$ cat src/verilog/fws_pkg.sv
package fws_pkg;
	// register byte offsets
	localparam logic [7:0] OFS_CTRL = 8'h00;
	localparam logic [7:0] OFS_ADDR = 8'h04;
	localparam logic [7:0] OFS_STATUS = 8'h08;
	localparam logic [7:0] OFS_IRQ_STAT = 8'h0c;
	localparam logic [7:0] OFS_IRQ_MASK = 8'h10;
	// control bits (write one to act; CTRL_SKIP_WIN holds the value last written to it)
	localparam int CTRL_START_POLL = 0;
	localparam int CTRL_START_ERASE = 1;
	localparam int CTRL_ABORT = 2;
	localparam int CTRL_SKIP_WIN = 3;
	// status fields
	localparam int ST_BUSY = 0;
	localparam int ST_OK = 1;
	localparam int ST_FAIL = 2;
	localparam int ST_REJECT = 3;
	localparam int ST_RDY = 4;
	localparam int ST_SKIP = 5;
	localparam int ST_LAST_LSB = 8;
	localparam int ST_DATA_LSB = 16;
	// interrupt bits
	localparam int IRQ_DONE = 0;
	localparam int IRQ_FAIL = 1;
	localparam int IRQ_REJECT = 2;
	localparam int IRQ_W = 3;
	localparam logic [IRQ_W-1:0] IRQ_RST = 3'h0;
	localparam logic [31:0] ADDR_RST = 32'h0;
	// status byte bit positions in the flash
	localparam int BIT_DATA_POLL = 7;
	localparam int BIT_T1 = 6;
	localparam int BIT_TIMEOUT = 5;
	localparam int BIT_WIN = 3;
	localparam int BIT_T2 = 2;
	// flash command bytes
	localparam logic [7:0] CMD_RESET = 8'hf0;
	localparam logic [7:0] CMD_SECT_ERASE = 8'h30;
	// timing
	localparam int CLK_NS = 10;
	localparam int T_RD_NS = 70;
	localparam int T_WP_NS = 40;
	localparam int T_GAP_NS = 30;
	localparam int T_WIN_US = 50;
	localparam int RD_CYC = (T_RD_NS + CLK_NS - 1) / CLK_NS;
	localparam int WP_CYC = (T_WP_NS + CLK_NS - 1) / CLK_NS;
	localparam int GAP_CYC = (T_GAP_NS + CLK_NS - 1) / CLK_NS;
	localparam int WIN_CYC = (T_WIN_US * 1000) / CLK_NS;

	typedef enum {C_IDLE, C_RD, C_WR, C_GAP} fws_cyc_t;
	typedef enum {S_IDLE, S_RD1, S_RD2, S_RECHK, S_ARRAY, S_RESET_CMD, S_WIN_PRE,
		S_ERASE_CMD, S_WIN_POST} fws_state_t;
endpackage

$ cat src/verilog/fws_cycle.sv
`timescale 1ns/1ns
`default_nettype none
module fws_cycle import fws_pkg::*; #(
	parameter int ADDR_W = 20,
	parameter int RD_N = RD_CYC,
	parameter int WP_N = WP_CYC,
	parameter int GAP_N = GAP_CYC
) (
	input wire logic i_sys_clk,
	input wire logic i_rst,
	input wire logic i_req,
	input wire logic i_wr,
	input wire logic [ADDR_W-1:0] i_addr,
	input wire logic [7:0] i_wdata,
	input wire logic [7:0] i_dq,
	output logic o_ready,
	output logic o_done,
	output logic [7:0] o_rdata,
	output logic [ADDR_W-1:0] o_addr,
	output logic o_ce_n,
	output logic o_oe_n,
	output logic o_we_n,
	output logic [7:0] o_dq,
	output logic o_dq_oe
);
	fws_cyc_t state_reg;
	logic [7:0] cnt_reg;
	logic [7:0] dq_s1_reg;
	logic [7:0] dq_s2_reg;
	logic [7:0] dq_s3_reg;
	wire dq_stable = (dq_s2_reg == dq_s3_reg);

	assign o_ready = (state_reg == C_IDLE);

	always_ff @(posedge i_sys_clk) begin
		if (i_rst) begin
			state_reg <= C_IDLE;
			cnt_reg <= 8'h00;
			dq_s1_reg <= 8'h00;
			dq_s2_reg <= 8'h00;
			dq_s3_reg <= 8'h00;
			o_done <= 1'b0;
			o_rdata <= 8'h00;
			o_addr <= '0;
			o_ce_n <= 1'b1;
			o_oe_n <= 1'b1;
			o_we_n <= 1'b1;
			o_dq <= 8'h00;
			o_dq_oe <= 1'b0;
		end else begin
			dq_s1_reg <= i_dq;
			dq_s2_reg <= dq_s1_reg;
			dq_s3_reg <= dq_s2_reg;
			o_done <= 1'b0;
			case (state_reg)
				C_IDLE: if (i_req) begin
					o_addr <= i_addr;
					o_ce_n <= 1'b0;
					if (i_wr) begin
						o_we_n <= 1'b0;
						o_dq <= i_wdata;
						o_dq_oe <= 1'b1;
						cnt_reg <= 8'(WP_N - 1);
						state_reg <= C_WR;
					end else begin
						o_oe_n <= 1'b0;
						// access time plus synchroniser depth
						cnt_reg <= 8'(RD_N + 1);
						state_reg <= C_RD;
					end
				end
				C_RD: if (cnt_reg != 8'h00) begin
					cnt_reg <= cnt_reg - 8'h01;
				end else if (dq_stable) begin
					o_rdata <= dq_s3_reg;
					o_done <= 1'b1;
					o_ce_n <= 1'b1;
					o_oe_n <= 1'b1;
					cnt_reg <= 8'(GAP_N - 1);
					state_reg <= C_GAP;
				end
				C_WR: if (cnt_reg != 8'h00) begin
					cnt_reg <= cnt_reg - 8'h01;
				end else begin
					o_we_n <= 1'b1;
					o_ce_n <= 1'b1;
					o_done <= 1'b1;
					cnt_reg <= 8'(GAP_N - 1);
					state_reg <= C_GAP;
				end
				C_GAP: if (cnt_reg != 8'h00) begin
					cnt_reg <= cnt_reg - 8'h01;
				end else begin
					// data held through the gap for hold time
					o_dq_oe <= 1'b0;
					state_reg <= C_IDLE;
				end
				default: state_reg <= C_IDLE;
			endcase
		end
	end
endmodule
`default_nettype wire

$ cat src/verilog/fws_ctrl.sv
// Summary of operation
// - start toggle check with two back-to-back full byte reads, compare toggle bit
// - equal toggle bits mean done; next read returns valid array data
// - toggling with failure bit high: recheck toggling once more
// - still toggling on recheck means failure; issue reset command
// - may keep polling or leave; restart always from first double read
// - after any failure the host sends the reset command
// - window check skipped only while command spacing stays under 50 us
// - check window bit before and after each further sector erase command
// - status reads use the program address or a sector chosen for erase
//
// The Wishbone slave port and the placing of the registers were chosen for this implementation.
`timescale 1ns/1ns
`default_nettype none
module fws_ctrl import fws_pkg::*; #(
	parameter int ADDR_W = 20,
	parameter int WIN_N = WIN_CYC
) (
	input wire logic i_sys_clk,
	input wire logic i_rst,
	input wire logic i_wb_cyc,
	input wire logic i_wb_stb,
	input wire logic i_wb_we,
	input wire logic [7:0] i_wb_adr,
	input wire logic [31:0] i_wb_dat,
	input wire logic [3:0] i_wb_sel,
	output logic [31:0] o_wb_dat,
	output logic o_wb_ack,
	output logic [ADDR_W-1:0] o_flash_addr,
	output logic o_flash_ce_n,
	output logic o_flash_oe_n,
	output logic o_flash_we_n,
	output logic [7:0] o_flash_dq,
	output logic o_flash_dq_oe,
	input wire logic [7:0] i_flash_dq,
	input wire logic i_ready_busy_n,
	output logic o_irq
);
	fws_state_t state_reg;
	logic [31:0] addr_reg;
	logic [IRQ_W-1:0] stat_reg;
	logic [IRQ_W-1:0] mask_reg;
	logic [IRQ_W-1:0] stat_next;
	logic [IRQ_W-1:0] ev;
	logic [7:0] first_reg;
	logic [7:0] last_reg;
	logic [7:0] data_reg;
	logic ok_reg;
	logic fail_reg;
	logic reject_reg;
	logic skip_reg;
	logic abort_reg;
	logic sent_reg;
	logic [15:0] space_reg;
	logic rb_s1_reg;
	logic rb_s2_reg;
	logic rb_s3_reg;
	logic rb_reg;
	logic cyc_ready;
	logic cyc_done;
	logic [7:0] cyc_rdata;

	// bus decode
	wire wb_req = i_wb_cyc & i_wb_stb & ~o_wb_ack;
	wire wb_wr = wb_req & i_wb_we;
	wire [31:0] wmask = {{8{i_wb_sel[3]}}, {8{i_wb_sel[2]}}, {8{i_wb_sel[1]}}, {8{i_wb_sel[0]}}};
	wire [31:0] wdat = i_wb_dat & wmask;
	wire wr_ctrl = wb_wr & (i_wb_adr == OFS_CTRL);
	wire wr_addr = wb_wr & (i_wb_adr == OFS_ADDR);
	wire wr_istat = wb_wr & (i_wb_adr == OFS_IRQ_STAT);
	wire wr_mask = wb_wr & (i_wb_adr == OFS_IRQ_MASK);
	wire start_poll = wr_ctrl & wdat[CTRL_START_POLL];
	wire start_erase = wr_ctrl & wdat[CTRL_START_ERASE];
	wire abort_req = wr_ctrl & wdat[CTRL_ABORT];
	wire idle = (state_reg == S_IDLE);
	wire [31:0] status_word = {8'h00, data_reg, last_reg, 2'b00, skip_reg, rb_reg, reject_reg,
		fail_reg, ok_reg, ~idle};
	wire [31:0] rd_mux = (i_wb_adr == OFS_CTRL) ? {28'h0, skip_reg, 3'b000} :
		(i_wb_adr == OFS_ADDR) ? addr_reg :
		(i_wb_adr == OFS_STATUS) ? status_word :
		(i_wb_adr == OFS_IRQ_STAT) ? {29'h0, stat_reg} :
		(i_wb_adr == OFS_IRQ_MASK) ? {29'h0, mask_reg} : 32'h0;

	// flash cycle selection
	wire st_write = (state_reg == S_RESET_CMD) | (state_reg == S_ERASE_CMD);
	wire st_read = (state_reg == S_RD1) | (state_reg == S_RD2) | (state_reg == S_RECHK) |
		(state_reg == S_ARRAY) | (state_reg == S_WIN_PRE) | (state_reg == S_WIN_POST);
	wire cyc_req = (st_write | st_read) & ~sent_reg & cyc_ready;
	wire [7:0] cyc_wdata = (state_reg == S_RESET_CMD) ? CMD_RESET : CMD_SECT_ERASE;
	wire [ADDR_W-1:0] cyc_addr = addr_reg[ADDR_W-1:0];
	wire toggling = first_reg[BIT_T1] ^ cyc_rdata[BIT_T1];
	wire win_open = skip_reg & (space_reg < 16'(WIN_N));
	wire rb_agree = (rb_s2_reg == rb_s3_reg);

	assign stat_next = (stat_reg & ~(wr_istat ? wdat[IRQ_W-1:0] : '0)) | ev;
	assign o_irq = |(stat_reg & mask_reg);

	fws_cycle #(
		.ADDR_W(ADDR_W)
	) u_cycle (
		.i_sys_clk(i_sys_clk),
		.i_rst(i_rst),
		.i_req(cyc_req),
		.i_wr(st_write),
		.i_addr(cyc_addr),
		.i_wdata(cyc_wdata),
		.i_dq(i_flash_dq),
		.o_ready(cyc_ready),
		.o_done(cyc_done),
		.o_rdata(cyc_rdata),
		.o_addr(o_flash_addr),
		.o_ce_n(o_flash_ce_n),
		.o_oe_n(o_flash_oe_n),
		.o_we_n(o_flash_we_n),
		.o_dq(o_flash_dq),
		.o_dq_oe(o_flash_dq_oe)
	);

	always_ff @(posedge i_sys_clk) begin
		if (i_rst) begin
			o_wb_ack <= 1'b0;
			o_wb_dat <= 32'h0;
			addr_reg <= ADDR_RST;
			mask_reg <= IRQ_RST;
			stat_reg <= IRQ_RST;
			skip_reg <= 1'b0;
		end else begin
			o_wb_ack <= wb_req;
			o_wb_dat <= wb_req ? rd_mux : 32'h0;
			stat_reg <= stat_next;
			if (wr_addr)
				addr_reg <= (addr_reg & ~wmask) | wdat;
			if (wr_mask)
				mask_reg <= wdat[IRQ_W-1:0];
			if (wr_ctrl)
				skip_reg <= wdat[CTRL_SKIP_WIN];
		end
	end

	// ready/busy pin synchroniser
	always_ff @(posedge i_sys_clk) begin
		if (i_rst) begin
			rb_s1_reg <= 1'b1;
			rb_s2_reg <= 1'b1;
			rb_s3_reg <= 1'b1;
			rb_reg <= 1'b1;
		end else begin
			rb_s1_reg <= i_ready_busy_n;
			rb_s2_reg <= rb_s1_reg;
			rb_s3_reg <= rb_s2_reg;
			if (rb_agree)
				rb_reg <= rb_s3_reg;
		end
	end

	// spacing since last sector erase command
	always_ff @(posedge i_sys_clk) begin
		if (i_rst)
			space_reg <= 16'hffff;
		else if (state_reg == S_ERASE_CMD && cyc_done)
			space_reg <= 16'h0000;
		else if (space_reg != 16'hffff)
			space_reg <= space_reg + 16'h0001;
	end

	always_ff @(posedge i_sys_clk) begin
		if (i_rst)
			sent_reg <= 1'b0;
		else if (cyc_done)
			sent_reg <= 1'b0;
		else if (cyc_req)
			sent_reg <= 1'b1;
	end

	always_comb begin
		ev = '0;
		if (cyc_done) begin
			case (state_reg)
				S_ARRAY: ev[IRQ_DONE] = 1'b1;
				S_RESET_CMD: ev[IRQ_FAIL] = 1'b1;
				S_WIN_PRE: ev[IRQ_REJECT] = cyc_rdata[BIT_WIN];
				S_ERASE_CMD: ev[IRQ_DONE] = win_open;
				S_WIN_POST: begin
					ev[IRQ_REJECT] = cyc_rdata[BIT_WIN];
					ev[IRQ_DONE] = ~cyc_rdata[BIT_WIN];
				end
				default: ev = '0;
			endcase
		end
	end

	always_ff @(posedge i_sys_clk) begin
		if (i_rst) begin
			state_reg <= S_IDLE;
			first_reg <= 8'h00;
			last_reg <= 8'h00;
			data_reg <= 8'h00;
			ok_reg <= 1'b0;
			fail_reg <= 1'b0;
			reject_reg <= 1'b0;
			abort_reg <= 1'b0;
		end else begin
			if (abort_req && !idle)
				abort_reg <= 1'b1;
			case (state_reg)
				S_IDLE: begin
					abort_reg <= 1'b0;
					if (start_poll) begin
						state_reg <= S_RD1;
						ok_reg <= 1'b0;
						fail_reg <= 1'b0;
					end else if (start_erase) begin
						ok_reg <= 1'b0;
						reject_reg <= 1'b0;
						state_reg <= win_open ? S_ERASE_CMD : S_WIN_PRE;
					end
				end
				S_RD1: if (cyc_done) begin
					first_reg <= cyc_rdata;
					last_reg <= cyc_rdata;
					state_reg <= S_RD2;
				end
				S_RD2: if (cyc_done) begin
					last_reg <= cyc_rdata;
					first_reg <= cyc_rdata;
					if (!toggling)
						state_reg <= S_ARRAY;
					else if (cyc_rdata[BIT_TIMEOUT])
						state_reg <= S_RECHK;
					else if (abort_reg)
						state_reg <= S_IDLE;
				end
				S_RECHK: if (cyc_done) begin
					last_reg <= cyc_rdata;
					state_reg <= toggling ? S_RESET_CMD : S_ARRAY;
				end
				S_ARRAY: if (cyc_done) begin
					data_reg <= cyc_rdata;
					ok_reg <= 1'b1;
					state_reg <= S_IDLE;
				end
				S_RESET_CMD: if (cyc_done) begin
					fail_reg <= 1'b1;
					state_reg <= S_IDLE;
				end
				S_WIN_PRE: if (cyc_done) begin
					last_reg <= cyc_rdata;
					if (cyc_rdata[BIT_WIN]) begin
						reject_reg <= 1'b1;
						state_reg <= S_IDLE;
					end else begin
						state_reg <= S_ERASE_CMD;
					end
				end
				S_ERASE_CMD: if (cyc_done) begin
					ok_reg <= win_open;
					state_reg <= win_open ? S_IDLE : S_WIN_POST;
				end
				S_WIN_POST: if (cyc_done) begin
					last_reg <= cyc_rdata;
					reject_reg <= cyc_rdata[BIT_WIN];
					ok_reg <= ~cyc_rdata[BIT_WIN];
					state_reg <= S_IDLE;
				end
				default: state_reg <= S_IDLE;
			endcase
		end
	end

	property p_two_reads;
		@(posedge i_sys_clk) disable iff (i_rst)
		(state_reg == S_RD1 && cyc_done) |=> (state_reg == S_RD2) && !ok_reg;
	endproperty
	a_two_reads: assert property (p_two_reads) else $error("first read not followed by second");

	property p_stable_done;
		@(posedge i_sys_clk) disable iff (i_rst)
		(state_reg == S_RD2 && cyc_done && !toggling) |=> (state_reg == S_ARRAY) ##[1:60]
			(state_reg == S_IDLE && ok_reg);
	endproperty
	a_stable_done: assert property (p_stable_done) else $error("stable toggle did not end in array read");

	property p_recheck;
		@(posedge i_sys_clk) disable iff (i_rst)
		(state_reg == S_RD2 && cyc_done && toggling && cyc_rdata[BIT_TIMEOUT]) |=>
			(state_reg == S_RECHK);
	endproperty
	a_recheck: assert property (p_recheck) else $error("failure bit without recheck");

	property p_fail_reset;
		@(posedge i_sys_clk) disable iff (i_rst)
		(state_reg == S_RECHK && cyc_done && toggling) |=> (state_reg == S_RESET_CMD) ##[1:60]
			(fail_reg && stat_reg[IRQ_FAIL]);
	endproperty
	a_fail_reset: assert property (p_fail_reset) else $error("failed recheck did not reset device");

	property p_reset_cmd;
		@(posedge i_sys_clk) disable iff (i_rst)
		(cyc_req && state_reg == S_RESET_CMD) |-> st_write && (cyc_wdata == CMD_RESET);
	endproperty
	a_reset_cmd: assert property (p_reset_cmd) else $error("reset command byte wrong");

	property p_restart;
		@(posedge i_sys_clk) disable iff (i_rst)
		(idle && start_poll) |=> (state_reg == S_RD1) && !sent_reg;
	endproperty
	a_restart: assert property (p_restart) else $error("poll did not restart from first read");

	property p_window_pre;
		@(posedge i_sys_clk) disable iff (i_rst)
		(idle && !start_poll && start_erase && !win_open) |=> (state_reg == S_WIN_PRE);
	endproperty
	a_window_pre: assert property (p_window_pre) else $error("window check skipped");

	property p_window_closed;
		@(posedge i_sys_clk) disable iff (i_rst)
		(state_reg == S_WIN_PRE && cyc_done && cyc_rdata[BIT_WIN]) |=> idle && reject_reg &&
			stat_reg[IRQ_REJECT];
	endproperty
	a_window_closed: assert property (p_window_closed) else $error("closed window not reported");

	property p_status_addr;
		@(posedge i_sys_clk) disable iff (i_rst)
		(cyc_req && st_read) |-> (cyc_addr == addr_reg[ADDR_W-1:0]);
	endproperty
	a_status_addr: assert property (p_status_addr) else $error("status read at wrong address");

	property p_toggle_cmp;
		@(posedge i_sys_clk) disable iff (i_rst)
		(state_reg == S_RD2 && cyc_done && toggling && !cyc_rdata[BIT_TIMEOUT] && !abort_reg) |=>
			(state_reg == S_RD2) && (first_reg == $past(cyc_rdata));
	endproperty
	a_toggle_cmp: assert property (p_toggle_cmp) else $error("toggling read not chained");
endmodule
`default_nettype wire

$ cat config.mk
export PLATFORM = sky130hd
export DESIGN_NAME = fws_ctrl
export DESIGN_NICKNAME = d
export VERILOG_FILES = /design/src/verilog/fws_pkg.sv /design/src/verilog/fws_cycle.sv /design/src/verilog/fws_ctrl.sv
export SDC_FILE = /design/constraint.sdc
export NUM_CORES = 1
export LEC_CHECK = 0
export ABC_AREA = 1
export ABC_CLOCK_PERIOD_IN_PS = 2040
export BUFFER_PORTS_ARGS = -buffer_cell sky130_fd_sc_hd__buf_4
export CAP_MARGIN = 20
export CORE_ASPECT_RATIO = 1.4
export CORE_UTILIZATION = 54
export CTS_CLUSTER_SIZE = 28
export DETAILED_ROUTE_END_ITERATION = 6
export GPL_TIMING_DRIVEN = 1
export PLACE_DENSITY = 0.8
export SETUP_SLACK_MARGIN = 0.4
export SLEW_MARGIN = 15
export SYNTH_ARGS = -nofsm -noshare
export SYNTH_HDL_FRONTEND = slang
export SYNTH_SLANG_ARGS = --single-unit
$ cat constraint.sdc
create_clock -name i_sys_clk -period 2.04 [get_ports i_sys_clk]
set_input_delay 0.306 -clock i_sys_clk [delete_from_list [all_inputs] [get_ports i_sys_clk]]
set_output_delay 0.306 -clock i_sys_clk [all_outputs]
set_load 0.02 [all_outputs]
# --- Word-level counts from Yosys, hierarchy flattened ---
# Index checks and enable logic that the tools add are counted.
totals:
  in_bits: 58
  wordCells: 240
  register_bits: 257
op_classes:
  n_bitwise: 35
  order_cmp: 1
  eq_ne: 50
  add_sub_neg: 2
  mux: 75
  reduce_logical: 43
ops:
  columns: ["cell", "n"]
  rows:
  - ["2-to-1 mux 32 bit", 17]
  - ["case mux 32 bit (7 select lines)", 1]
  - ["== test 32 x 3 -> 1 bit, second input constant", 6]
  - ["== test 32 x 2 -> 1 bit, second input constant", 5]
  - ["== test 32 x 4 -> 1 bit, second input constant", 5]
  - ["zero test 32 bit", 4]
  - ["case mux 32 bit (4 select lines)", 1]
  - ["AND 32 bit", 2]
  - ["== test 32 x 1 -> 1 bit, second input constant", 2]
  - ["2-to-1 mux 8 bit", 6]
  - ["== test 32 x 5 -> 1 bit, second input constant", 1]
  - ["2-to-1 mux 16 bit", 2]
  - ["NOT 32 bit", 1]
  - ["bitwise OR 32 bit", 1]
  - ["case mux 8 bit (4 select lines)", 1]
  - ["2-to-1 mux 1 bit", 28]
  - ["2-to-1 mux 24 bit", 1]
  - ["inequality test 2 x 1 -> 1 bit, second input constant", 12]
  - ["AND reduction 5 bit", 4]
  - ["inequality test 2 bit, second input constant", 9]
  - ["adder 16 x 1 -> 16 bit, second input constant", 1]
  - ["== test 8 x 4 -> 1 bit, second input constant", 2]
  - ["less-than comparator 16 x 13 -> 1 bit, second input constant", 1]
  - ["inequality test 16 bit, second input constant", 1]
  - ["36 further kinds", 92]

# --- Depth between registers and ports, before layout ---
# Gate-level depths: netlist of run 1.
logic_depth:
  word_depth: 11
  mapped_depth: 12

# --- Modules after synthesis ---
# From an unflattened synthesis of run 1, not the netlist that was laid out.
unflattened:
  hier_cells: 1120
  area_unflattened_um2: 8046.5
modules_own_cells:
  columns: ["mod", "area_per_inst_um2", "cells_each", "n_inst", "seq_area_each_um2"]
  rows:
  - ["fws_ctrl", 4966.0, 693, 1, 2362.3]
  - ["fws_cycle", 3080.5, 427, 1, 1501.4]

# --- Least setup slack after synthesis of run 1 ---
# No wires, ideal clock.
synth_timing:
  path_kind: "reg2reg"
  from: "reg u_cycle.state_reg[0]"
  to: "reg u_cycle.cnt_reg[7]"
  arrival_ps: 1640
  stages_incl_launch_ff: 12
  setup_slack_ps: 289
  required_time_ps: 1929
  period_less_slack_ps: 1751
  setup_time_ps: 111
  cell_sequence: "dfxtp_1 inv_1 ha_1 inv_1 nand2_1 nor3_1 a21oi_4 nand3_4 buf_6 nor2_2 nor2_1 nor2_1"
synth_via:
  elab_chain_len: 4
synth_lines:
  columns: ["item", "line", "text"]
  rows:
  - ["from (decl)", "fws_cycle.sv:26", "fws_cyc_t state_reg;"]
  - ["from (signal assigned)", "fws_cycle.sv:37", "state_reg <= C_IDLE;"]
  - ["from (signal assigned)", "fws_cycle.sv:64", "state_reg <= C_WR;"]
  - ["from (signal assigned)", "fws_cycle.sv:69", "state_reg <= C_RD;"]
  - ["zero test 32 bit", "fws_cycle.sv:33", "assign o_ready = (state_reg == C_IDLE);"]
  - ["AND 1 bit", "fws_ctrl.sv:88", "wire cyc_req = (st_write | st_read) & ~sent_reg & cyc_ready;"]
  - ["inequality test 2 bit (no source line)", null, null]
  - ["AND reduction 4 bit (no source line)", null, null]
  - ["to (signal assigned)", "fws_cycle.sv:63", "cnt_reg <= 8'(WP_N - 1);"]
  - ["to (signal assigned)", "fws_cycle.sv:68", "cnt_reg <= 8'(RD_N + 1);"]
  - ["to (signal assigned)", "fws_cycle.sv:73", "cnt_reg <= cnt_reg - 8'h01;"]
  - ["to (decl)", "fws_cycle.sv:27", "logic [7:0] cnt_reg;"]
# Several ways; a longest one is shown, not always the timed one.
# A chain may end at the register's enable or synchronous reset.

# --- Final worst setup path of run 1 ---
layout_timing:
  from: "reg state_reg[2]"
  to: "reg state_reg[2]"
layout_via:
  elab_chain_len: 4
layout_lines:
  columns: ["item", "line", "text"]
  rows:
  - ["from (decl)", "fws_ctrl.sv:39", "fws_state_t state_reg;"]
  - ["from (signal assigned)", "fws_ctrl.sv:215", "state_reg <= win_open ? S_ERASE_CMD : S_WIN_PRE;"]
  - ["from (signal assigned)", "fws_ctrl.sv:235", "state_reg <= toggling ? S_RESET_CMD : S_ARRAY;"]
  - ["from (signal assigned)", "fws_ctrl.sv:257", "state_reg <= win_open ? S_IDLE : S_WIN_POST;"]
  - ["== test 32 x 4 -> 1 bit or == test 32 x 3 -> 1 bit (tied branches)", "fws_ctrl.sv:205", "case (state_reg)"]
  - ["OR reduction 3 bit (no source line)", null, null]
  - ["inequality test 2 x 1 -> 1 bit (no source line)", null, null]
  - ["AND reduction 8 bit (no source line)", null, null]
# Several ways; a longest one is shown, not always the timed one.

==> results of run 1 <==
[power by group through the flow]
stage	registers [mW]	clock network (mW)	logic (mW)
after global routing	4.57	3.43	5.16
final	4.50	3.21	4.64
after floorplan	4.65	0	2.71
after detailed placement	4.52	0	3.82
after global placement	4.51	0	3.74
after CTS	4.46	3.25	4.17
[cells in the final DEF (no fill, tap or decap), types with 12 or more instances in the layout]
master	netlist	routed
a21oi_1	103	100
buf_4	9	156
clkbuf_16	0	17
dfxtp_1	187	177
inv_1	141	132
nand2_1	156	145
nand2_2	5	12
nand3_1	45	44
nand4_1	13	13
nor2_1	109	99
o21ai_0	98	91
o22ai_1	17	17
[kinds of logic after synthesis]
| logic type | after synthesis | share of synthesized area, % |
|---|---|---|
| XOR/XNOR | 11 | 1.266 |
| AND/OR/NAND/NOR | 368 | 22.08 |
| adder cells (fa/ha/maj) | 6 | 0.9867 |
| buffers and inverters | 181 | 9.834 |
| flip-flops | 187 | 49.20 |
| AO/OA/AOI/OAI | 237 | 16.58 |
| other | 1 | 0.04929 |
[timing repair]
action	CTS	global route
resized for setup	33	50
buffers inserted	7	16
hold buffers	0	0
cloned	1	0
pin swaps	7	20
endpoints found under the setup margin	57	98
[routing by layer]
metal / global-route usage [%] / up-vias / share of wire, %
met4: 11.73 / 0 / 3.3
met5: 0 / - / 0
li1: - / 3494 / -
met3: 4.617 / 50 / 4.5
met1: 27.86 / 3169 / 41
met2: 46.06 / 222 / 51
[stage by stage]
step / instance area [um^2] / hold WS, ns / util [%]
final: 9702 / 0.05195 / 70.06
after global routing: 9702 / 0.04323 / 70.06
after CTS: 9440 / 0.04831 / 68.18
after detailed placement: 8687 / 0.3955 / 62.74
after global placement: 8687 / 0.3908 / 62.74
after floorplan: 7625 / 0.3883 / -
[cell type report]
| type | instances | share of cell area, % |
|---|---|---|
| repair buffers | 159 | 12.60 |
| flip-flops and latches | 187 | 38.82 |
| well taps | 185 | 2.386 |
| clock buffers | 18 | 4.527 |
| multi-input cells | 627 | 34.63 |
| inverters | 142 | 5.546 |
| clock inverters | 14 | 1.496 |
[cell usage after synthesis, drive strengths merged]
| library cell | count | area (um^2) |
|---|---|---|
| clkbuf | 16 | 60.06 |
| nand2 | 163 | 639.4 |
| nor3b | 2 | 15.01 |
| o311ai | 1 | 8.760 |
| o21bai | 2 | 15.01 |
| ha | 6 | 75.07 |
| o211ai | 6 | 45.04 |
| nand4 | 13 | 81.33 |
| or2 | 4 | 25.02 |
| o22ai | 17 | 106.4 |
| o31ai | 1 | 7.510 |
| nor4 | 5 | 46.29 |
| nand3b | 2 | 15.01 |
| buf | 23 | 155.1 |
| dfxtp | 187 | 3744 |
| a211oi | 4 | 30.03 |
| a21oi | 105 | 540.5 |
| xor2 | 5 | 43.79 |
| inv | 142 | 533.0 |
| conb | 1 | 3.750 |
| a21boi | 1 | 7.510 |
| nor3 | 9 | 50.05 |
| nand3 | 49 | 280.3 |
| nor2 | 121 | 528.0 |
| o21ai | 100 | 500.5 |
| xnor2 | 6 | 52.55 |
[worst max-delay path, delay by kind of cell (launching register included)]
family | cells | cell delay (ns)
simple gates | 5 | 0.86
compound gates | 2 | 0.14
buf+inv | 1 | 0.13
flops | 1 | 0.37
[worst paths after layout]
check,startpoint,endpoint,slack (ns),cells past startpoint
setup / recovery,state_reg[2],state_reg[2],0.42,8
hold / removal,i_ready_busy_n,rb_s1_reg,0.05,2
setup reg to reg,state_reg[2],state_reg[2],0.42,8
hold reg to reg,u_cycle.dq_s1_reg[4],u_cycle.dq_s2_reg[4],0.40,2
==> reports/qor.csv, run 1 <==
stage,metric,value,unit
routing,initial DRC count,351,
final_layout,Nets,1198,
power_and_ir_drop,Peak supply drop,1.027,mV
global_routing,first-pass GRT wire length,28.91,mm
setup_path,CP Capture Type,register,
cts,total CTS buffers,17,
power_and_ir_drop,sequential share of power,36.5,%
power_and_ir_drop,PD cells,1273,nW/um^2
die,Cell Rows,51,
cts,deepest clock path buffer count,2,
routing,post-DR wirelength/cell,13.69,um
flow_run,Max Cap Violations,0,
routing,via count,6935,
synthesis,Post-Synthesis Cells,991,
min_path,Hold Path Class,in2reg,
synthesis,Mean Syn Cell Area,7.678,um^2
placement,placer's final routability congestion estimate,0.9283,
final_layout,ratio of cells with drive above 1 in the final layout,24.32,%
sta,Slew Limit Headroom,64.93,%
synthesis,Yosys cell types,42,
sta,slew of the pin with the lowest slew margin,0.5212,ns
die,I/O pin total,124,
sta,Setup WS post-layout,0.4200,ns
die,Die Height,142.5,um
sta,Tcrit/Tclk final,79.41,%
die,die width,102.3,um
synthesis,Seq cells post-synth,187,
final_layout,Post-Layout Cell Count,1332,
routing,drt drc,0,
routing,DR pass1 iterations,5,
synthesis,yosys warns,0,
placement,Placed Cells,1276,
sta,Final setup viols,0,
cts,"Clk pin slew, worst setup/hold paths",0.07,ns
sta,setup TNS,0,ns
global_routing,Overflow after GRT,0,
power_and_ir_drop,P_sw,4.720,mW
cts,clk root buf,clkbuf_16,
run_status,outcome,"complete, no violations",
sta,post-layout min period,1.620,ns
power_and_ir_drop,Comb pwr share,37.5,%
placement,Port Buffers,119,
sta,RSZ-0062 raised after global routing,yes,
final_layout,multi-input logic area,3359,um^2
cts,TritonCTS clock tree,yes,
setup_path,worst path arrival time,1.94,ns
setup_path,kind of critical path,reg2reg,
global_routing,gr usage total,25.30,%
synthesis,part of the Yosys area used for sequential elements,49.20,%
global_routing,vias in the first global route,6449,
sta,clk_skew,0.01055,ns
final_layout,filler cell count,1128,
power_and_ir_drop,Switching Share,38.22,%
placement,DP Wirelength,12.38,mm
sta,Max Slew Vio Count,0,
routing,vias per cell,5.206,
routing,DRT Wirelength,18.23,mm
final_layout,register area,3766,um^2
cts,# clock sinks,187,
power_and_ir_drop,total power,12.35,mW
setup_path,crit path max-delay cell type,dfxtp_4,
final_layout,n_diodes,0,
final_layout,Area Overhead vs Synth,27.51,%
setup_path,"Critical Path, Cell by Cell","nor2_2, nand3_1, inv_1, nand4_1, nand2_1, a21oi_2, nand2_1, a21oi_2",
global_routing,initial antenna violation count,0,
sta,fmax,617.3,MHz
sta,Final Hold Fails,0,
cts,H-tree depth,4,
die,Die Area,14580,um^2
setup_path,worst endpoint required time,2.36,ns
power_and_ir_drop,Clock Power Share,26.0,%
setup_path,CP Max Fanout,4,
die,Initial Utilization,54.95,%
setup_path,Max stage delay on crit path,0.37,ns
setup_path,CP Launch Type,register,
power_and_ir_drop,Pleak,4.209,nW
placement,Setup Slack @ Placement,0.1669,ns
synthesis,mapped cell area,7609,um^2
routing,Final ANT Viol Nets,0,
die,core area,13850,um^2
power_and_ir_drop,Pint,7.631,mW
cts,Skew-Pair Late Insertion Delay,0.43,ns
global_routing,largest net degree at the start of global routing,59,
(Power assumes the default switching activity.)
==> run 2: changes to the inputs <==
- ABC_CLOCK_PERIOD_IN_PS: 2040 -> 1500
- clock period: 2.04 -> 1.5 ns (I/O delays scaled with it)
==> reports/qor.csv, run 2 <==
stage,metric,value,unit
global_routing,Overflow after GRT,3,
synthesis,Seq cells post-synth,187,
placement,Port Buffers,119,
cts,# clock sinks,187,
run_status,outcome,aborted with a tool error,
synthesis,dominant cells by area after synthesis,"dfxtp_1, nand2_1, inv_1",
synthesis,Post-synth EDFFs,0,
die,Initial Utilization,54.95,%
cts,deepest clock path buffer count,2,
die,die width,102.3,um
synthesis,Post-Synthesis Cells,991,
placement,Placed Cells,1342,
die,I/O pin total,124,
cts,total CTS buffers,17,
synthesis,Synth Flop Type,dfxtp_1,
placement,DP Wirelength,13.10,mm
run_status,Error,[ERROR GRT-0232] Routing congestion too high. Check the congestion heatmap in the GUI.,
synthesis,Post-synth top cells,"dfxtp_1, nand2_1, inv_1",
run_status,failing step,5_1_grt,
placement,placer's final routability congestion estimate,0.9001,
sta,worst setup endpoint GRT,space_reg[11]$_SDFFE_PP1P_/D,
synthesis,ys async rst share,0,%
synthesis,Mean Syn Cell Area,7.678,um^2
synthesis,mapped cell area,7609,um^2
synthesis,area share of the largest cell type after synthesis,49.20,%
placement,Area after DPL,9597,um^2
cts,clk root buf,clkbuf_16,
synthesis,"count leader, synth",dfxtp_1,
cts,H-tree depth,4,
synthesis,"area leader, netlist",dfxtp_1,
synthesis,part of the Yosys area used for sequential elements,49.20,%
synthesis,Yosys cell types,42,
global_routing,gr usage total,71.01,%
die,Die Height,142.5,um
synthesis,yosys warns,0,
die,Cell Rows,51,
global_routing,largest net degree at the start of global routing,38,
sta,Worst EP Category,register data pin,
run 2: cell counts after synthesis:
Identical to the previous run, type by type.
run 2: through the flow:
step	setup TNS, ns	worst slack, ns	hold slack, ns
2_1_floorplan	0	0.03998	0.3288
3_3_place_gp	-8.354	-0.2153	0.3897
3_5_place_dp	-10.08	-0.2801	0.3946
4_1_cts	-0.04312	-0.01474	0.002380
run 2: logic make-up after synthesis:
kind of cell | share of synthesized area [%]
other | 0.04929
and+or+nand+nor | 22.08
buffers and inverters | 9.834
AOI/OAI and AO/OA | 16.58
adders and majority gates | 0.9867
DFF | 49.20
xor gates and xnor gates | 1.266
run 2: per-layer routing:
metal / GRT usage [%] / GRT overflow
met4: 68.12 / 2
met3: 53.05 / 0
met5: 9.890 / 0
met1: 73.15 / 0
met2: 88.73 / 1
run 2: timing repair:
action / CTS
hold buffers: 6
pin swaps: 71
hold endpoints to repair: 6
resized for setup: 348
setup buffers: 47
endpoints found under the setup margin: 218
cloned: 9
==> run 3: changes to the inputs <==
- CORE_ASPECT_RATIO: 1.4 -> unset
- CORE_UTILIZATION: 54 -> 39
- CTS_CLUSTER_SIZE: 28 -> unset
- PLACE_DENSITY: 0.8 -> unset
- PLACE_DENSITY_LB_ADDON: unset -> 0.15
- SETUP_SLACK_MARGIN: 0.4 -> unset
==> reports/qor.csv, run 3 (synthesized netlist as in run 1, its figures left out) <==
stage,metric,value,unit
run_status,outcome,"finished, violations left",
run_status,failing checks,negative setup slack,
cts,# clock sinks,187,
global_routing,busiest grt layer,met2,
routing,vias per cell,4.689,
sta,Max Slew Vio Count,0,
setup_path,worst path arrival time,1.85,ns
sta,setup TNS,-0.2176,ns
sta,clk_skew,0.01547,ns
routing,initial DRC count,272,
global_routing,gr usage total,18.80,%
sta,Setup WS post-layout,-0.05043,ns
global_routing,GR Layer Usage met2,30.02,%
final_layout,Area Overhead vs Synth,46.21,%
sta,hold slack,0.04333,ns
routing,via count,7095,
placement,Area after DPL,9524,um^2
die,I/O pin total,124,
final_layout,multi-input logic area,3692,um^2
routing,drt drc,0,
die,Cell Rows,50,
cts,"Clk pin slew, worst setup/hold paths",0.08,ns
power_and_ir_drop,P_sw,7.147,mW
min_path,Worst Min Path Start,i_wb_dat[22],
die,die width,141.7,um
sta,RSZ-0062 raised after global routing,yes,
global_routing,initial antenna violation count,0,
global_routing,first-pass GRT wire length,30.24,mm
global_routing,GR Layer Usage met3,3.780,%
cts,total CTS buffers,17,
cts,Skew-Pair Late Insertion Delay,0.43,ns
power_and_ir_drop,sequential share of power,32.0,%
placement,Port Buffers,119,
final_layout,filler cell count,1741,
cts,TritonCTS clock tree,yes,
final_layout,"commonest non-fill, non-tap cell in the layout",buf_4,
power_and_ir_drop,Clock Power Share,23.2,%
final_layout,n_diodes,0,
sta,post-layout min period,1.550,ns
power_and_ir_drop,total power,18.99,mW
final_layout,register area,3774,um^2
setup_path,kind of critical path,reg2reg,
power_and_ir_drop,Switching Share,37.64,%
sta,Tcrit/Tclk final,103.4,%
final_layout,most frequent cells in the layout,"buf_4, dfxtp_1, nand2_1",
sta,fmax,645.0,MHz
power_and_ir_drop,PD cells,1707,nW/um^2
sta,Final Hold Fails,0,
setup_path,CP Max Fanout,5,
global_routing,largest net degree at the start of global routing,75,
routing,DR pass1 iterations,5,
setup_path,worst endpoint required time,1.80,ns
power_and_ir_drop,Pint,11.84,mW
flow_run,Max Cap Violations,0,
setup_path,worst r2r dst,space_reg[2],
power_and_ir_drop,Pleak,4.858,nW
die,Die Area,20070,um^2
setup_path,Worst R2R Setup Slack,-0.05,ns
setup_path,Critical R2R Launch,space_reg[0],
min_path,Hold Path Class,in2reg,
die,Die Height,141.7,um
routing,Final ANT Viol Nets,0,
final_layout,ratio of cells with drive above 1 in the final layout,35.51,%
die,Initial Utilization,40.27,%
cts,deepest clock path buffer count,2,
setup_path,R2R depth,10,
global_routing,vias in the first global route,6352,
power_and_ir_drop,Peak supply drop,1.044,mV
sta,Final setup viols,13,
cts,clk root buf,clkbuf_16,
placement,DP Wirelength,13.00,mm
die,core area,18890,um^2
power_and_ir_drop,Comb pwr share,44.8,%
placement,placer's final routability congestion estimate,0.8604,
placement,Setup Slack @ Placement,-0.2426,ns
setup_path,CP Launch Type,register,
final_layout,post-route cell area,11120,um^2
setup_path,CP Capture Type,register,
routing,post-DR wirelength/cell,12.93,um
final_layout,Nets,1304,
min_path,Hold Crit Depth,3,
cts,H-tree depth,4,
global_routing,met1 GRT Util,25.68,%
routing,DRT Wirelength,19.57,mm
global_routing,Overflow after GRT,0,
==> run 3: worst max path at each step <==
stage | startpoint | to | slack (ns) | cells past startpoint
after CTS | space_reg[1] | space_reg[5] | -0.12 | 9
after detailed placement | i_wb_adr[1] | register | -0.24 | 9
final | space_reg[0] | space_reg[2] | -0.05 | 10
after floorplan | u_cycle.state_reg[1] | u_cycle.cnt_reg[7] | -0.005 | 11
after global placement | i_wb_adr[1] | register | -0.17 | 9
after global routing | space_reg[0] | space_reg[2] | -0.13 | 10
==> run 3: area by class of cell <==
| class | instances | area share (%) |
|---|---|---|
| flip-flops and latches | 187 | 33.92 |
| repair buffers | 261 | 19.76 |
| inverters | 142 | 4.859 |
| clock buffers | 17 | 3.824 |
| multi-input cells | 631 | 33.19 |
| clock inverters | 15 | 1.518 |
| well taps | 260 | 2.924 |
==> run 3: per-layer routing <==
| metal | vias up | wire, um |
|---|---|---|
| met4 | 0 | 230 |
| met2 | 139 | 9128 |
| li1 | 3719 | - |
| met3 | 16 | 774 |
| met5 | - | 0 |
| met1 | 3221 | 9435 |
==> run 3: timing repair <==
action / CTS / global route
setup buffers: 12 / 15
gates cloned: 1 / 9
hold endpoints to repair: 9 / 0
hold buffers: 9 / 0
setup endpoints to repair: 82 / 127
pin swaps: 21 / 42
gates resized for setup: 50 / 147
==> run 3: worst max-delay path, cell delays in order, from the launching register on <==
cell and delay, ns:
dfxtp_2 0.36, ha_4 0.16, nand2_4 0.06, nor2_4 0.10, nand2_4 0.08, nor2_4 0.10
nand2_2 0.07, nor2_4 0.22, inv_2 0.09, a21oi_2 0.12, o21ai_1 0.06
==> run 3: metrics by stage <==
step / std cells / util (%)
floorplan: 994 / -
global placement: 1436 / 50.41
detailed placement: 1436 / 50.41
CTS: 1489 / 55.36
global route: 1513 / 58.88
finish: 1513 / 58.88
==> run 3: power groups by stage <==
stage | sequential [mW] | combinational (mW) | clock (mW)
2_1_floorplan | 6.34 | 3.78 | 0
3_3_place_gp | 6.09 | 6.32 | 0
3_5_place_dp | 6.09 | 6.34 | 0
4_1_cts | 6.01 | 7.06 | 4.52
5_1_grt | 6.15 | 9.40 | 4.71
6_report | 6.08 | 8.51 | 4.40
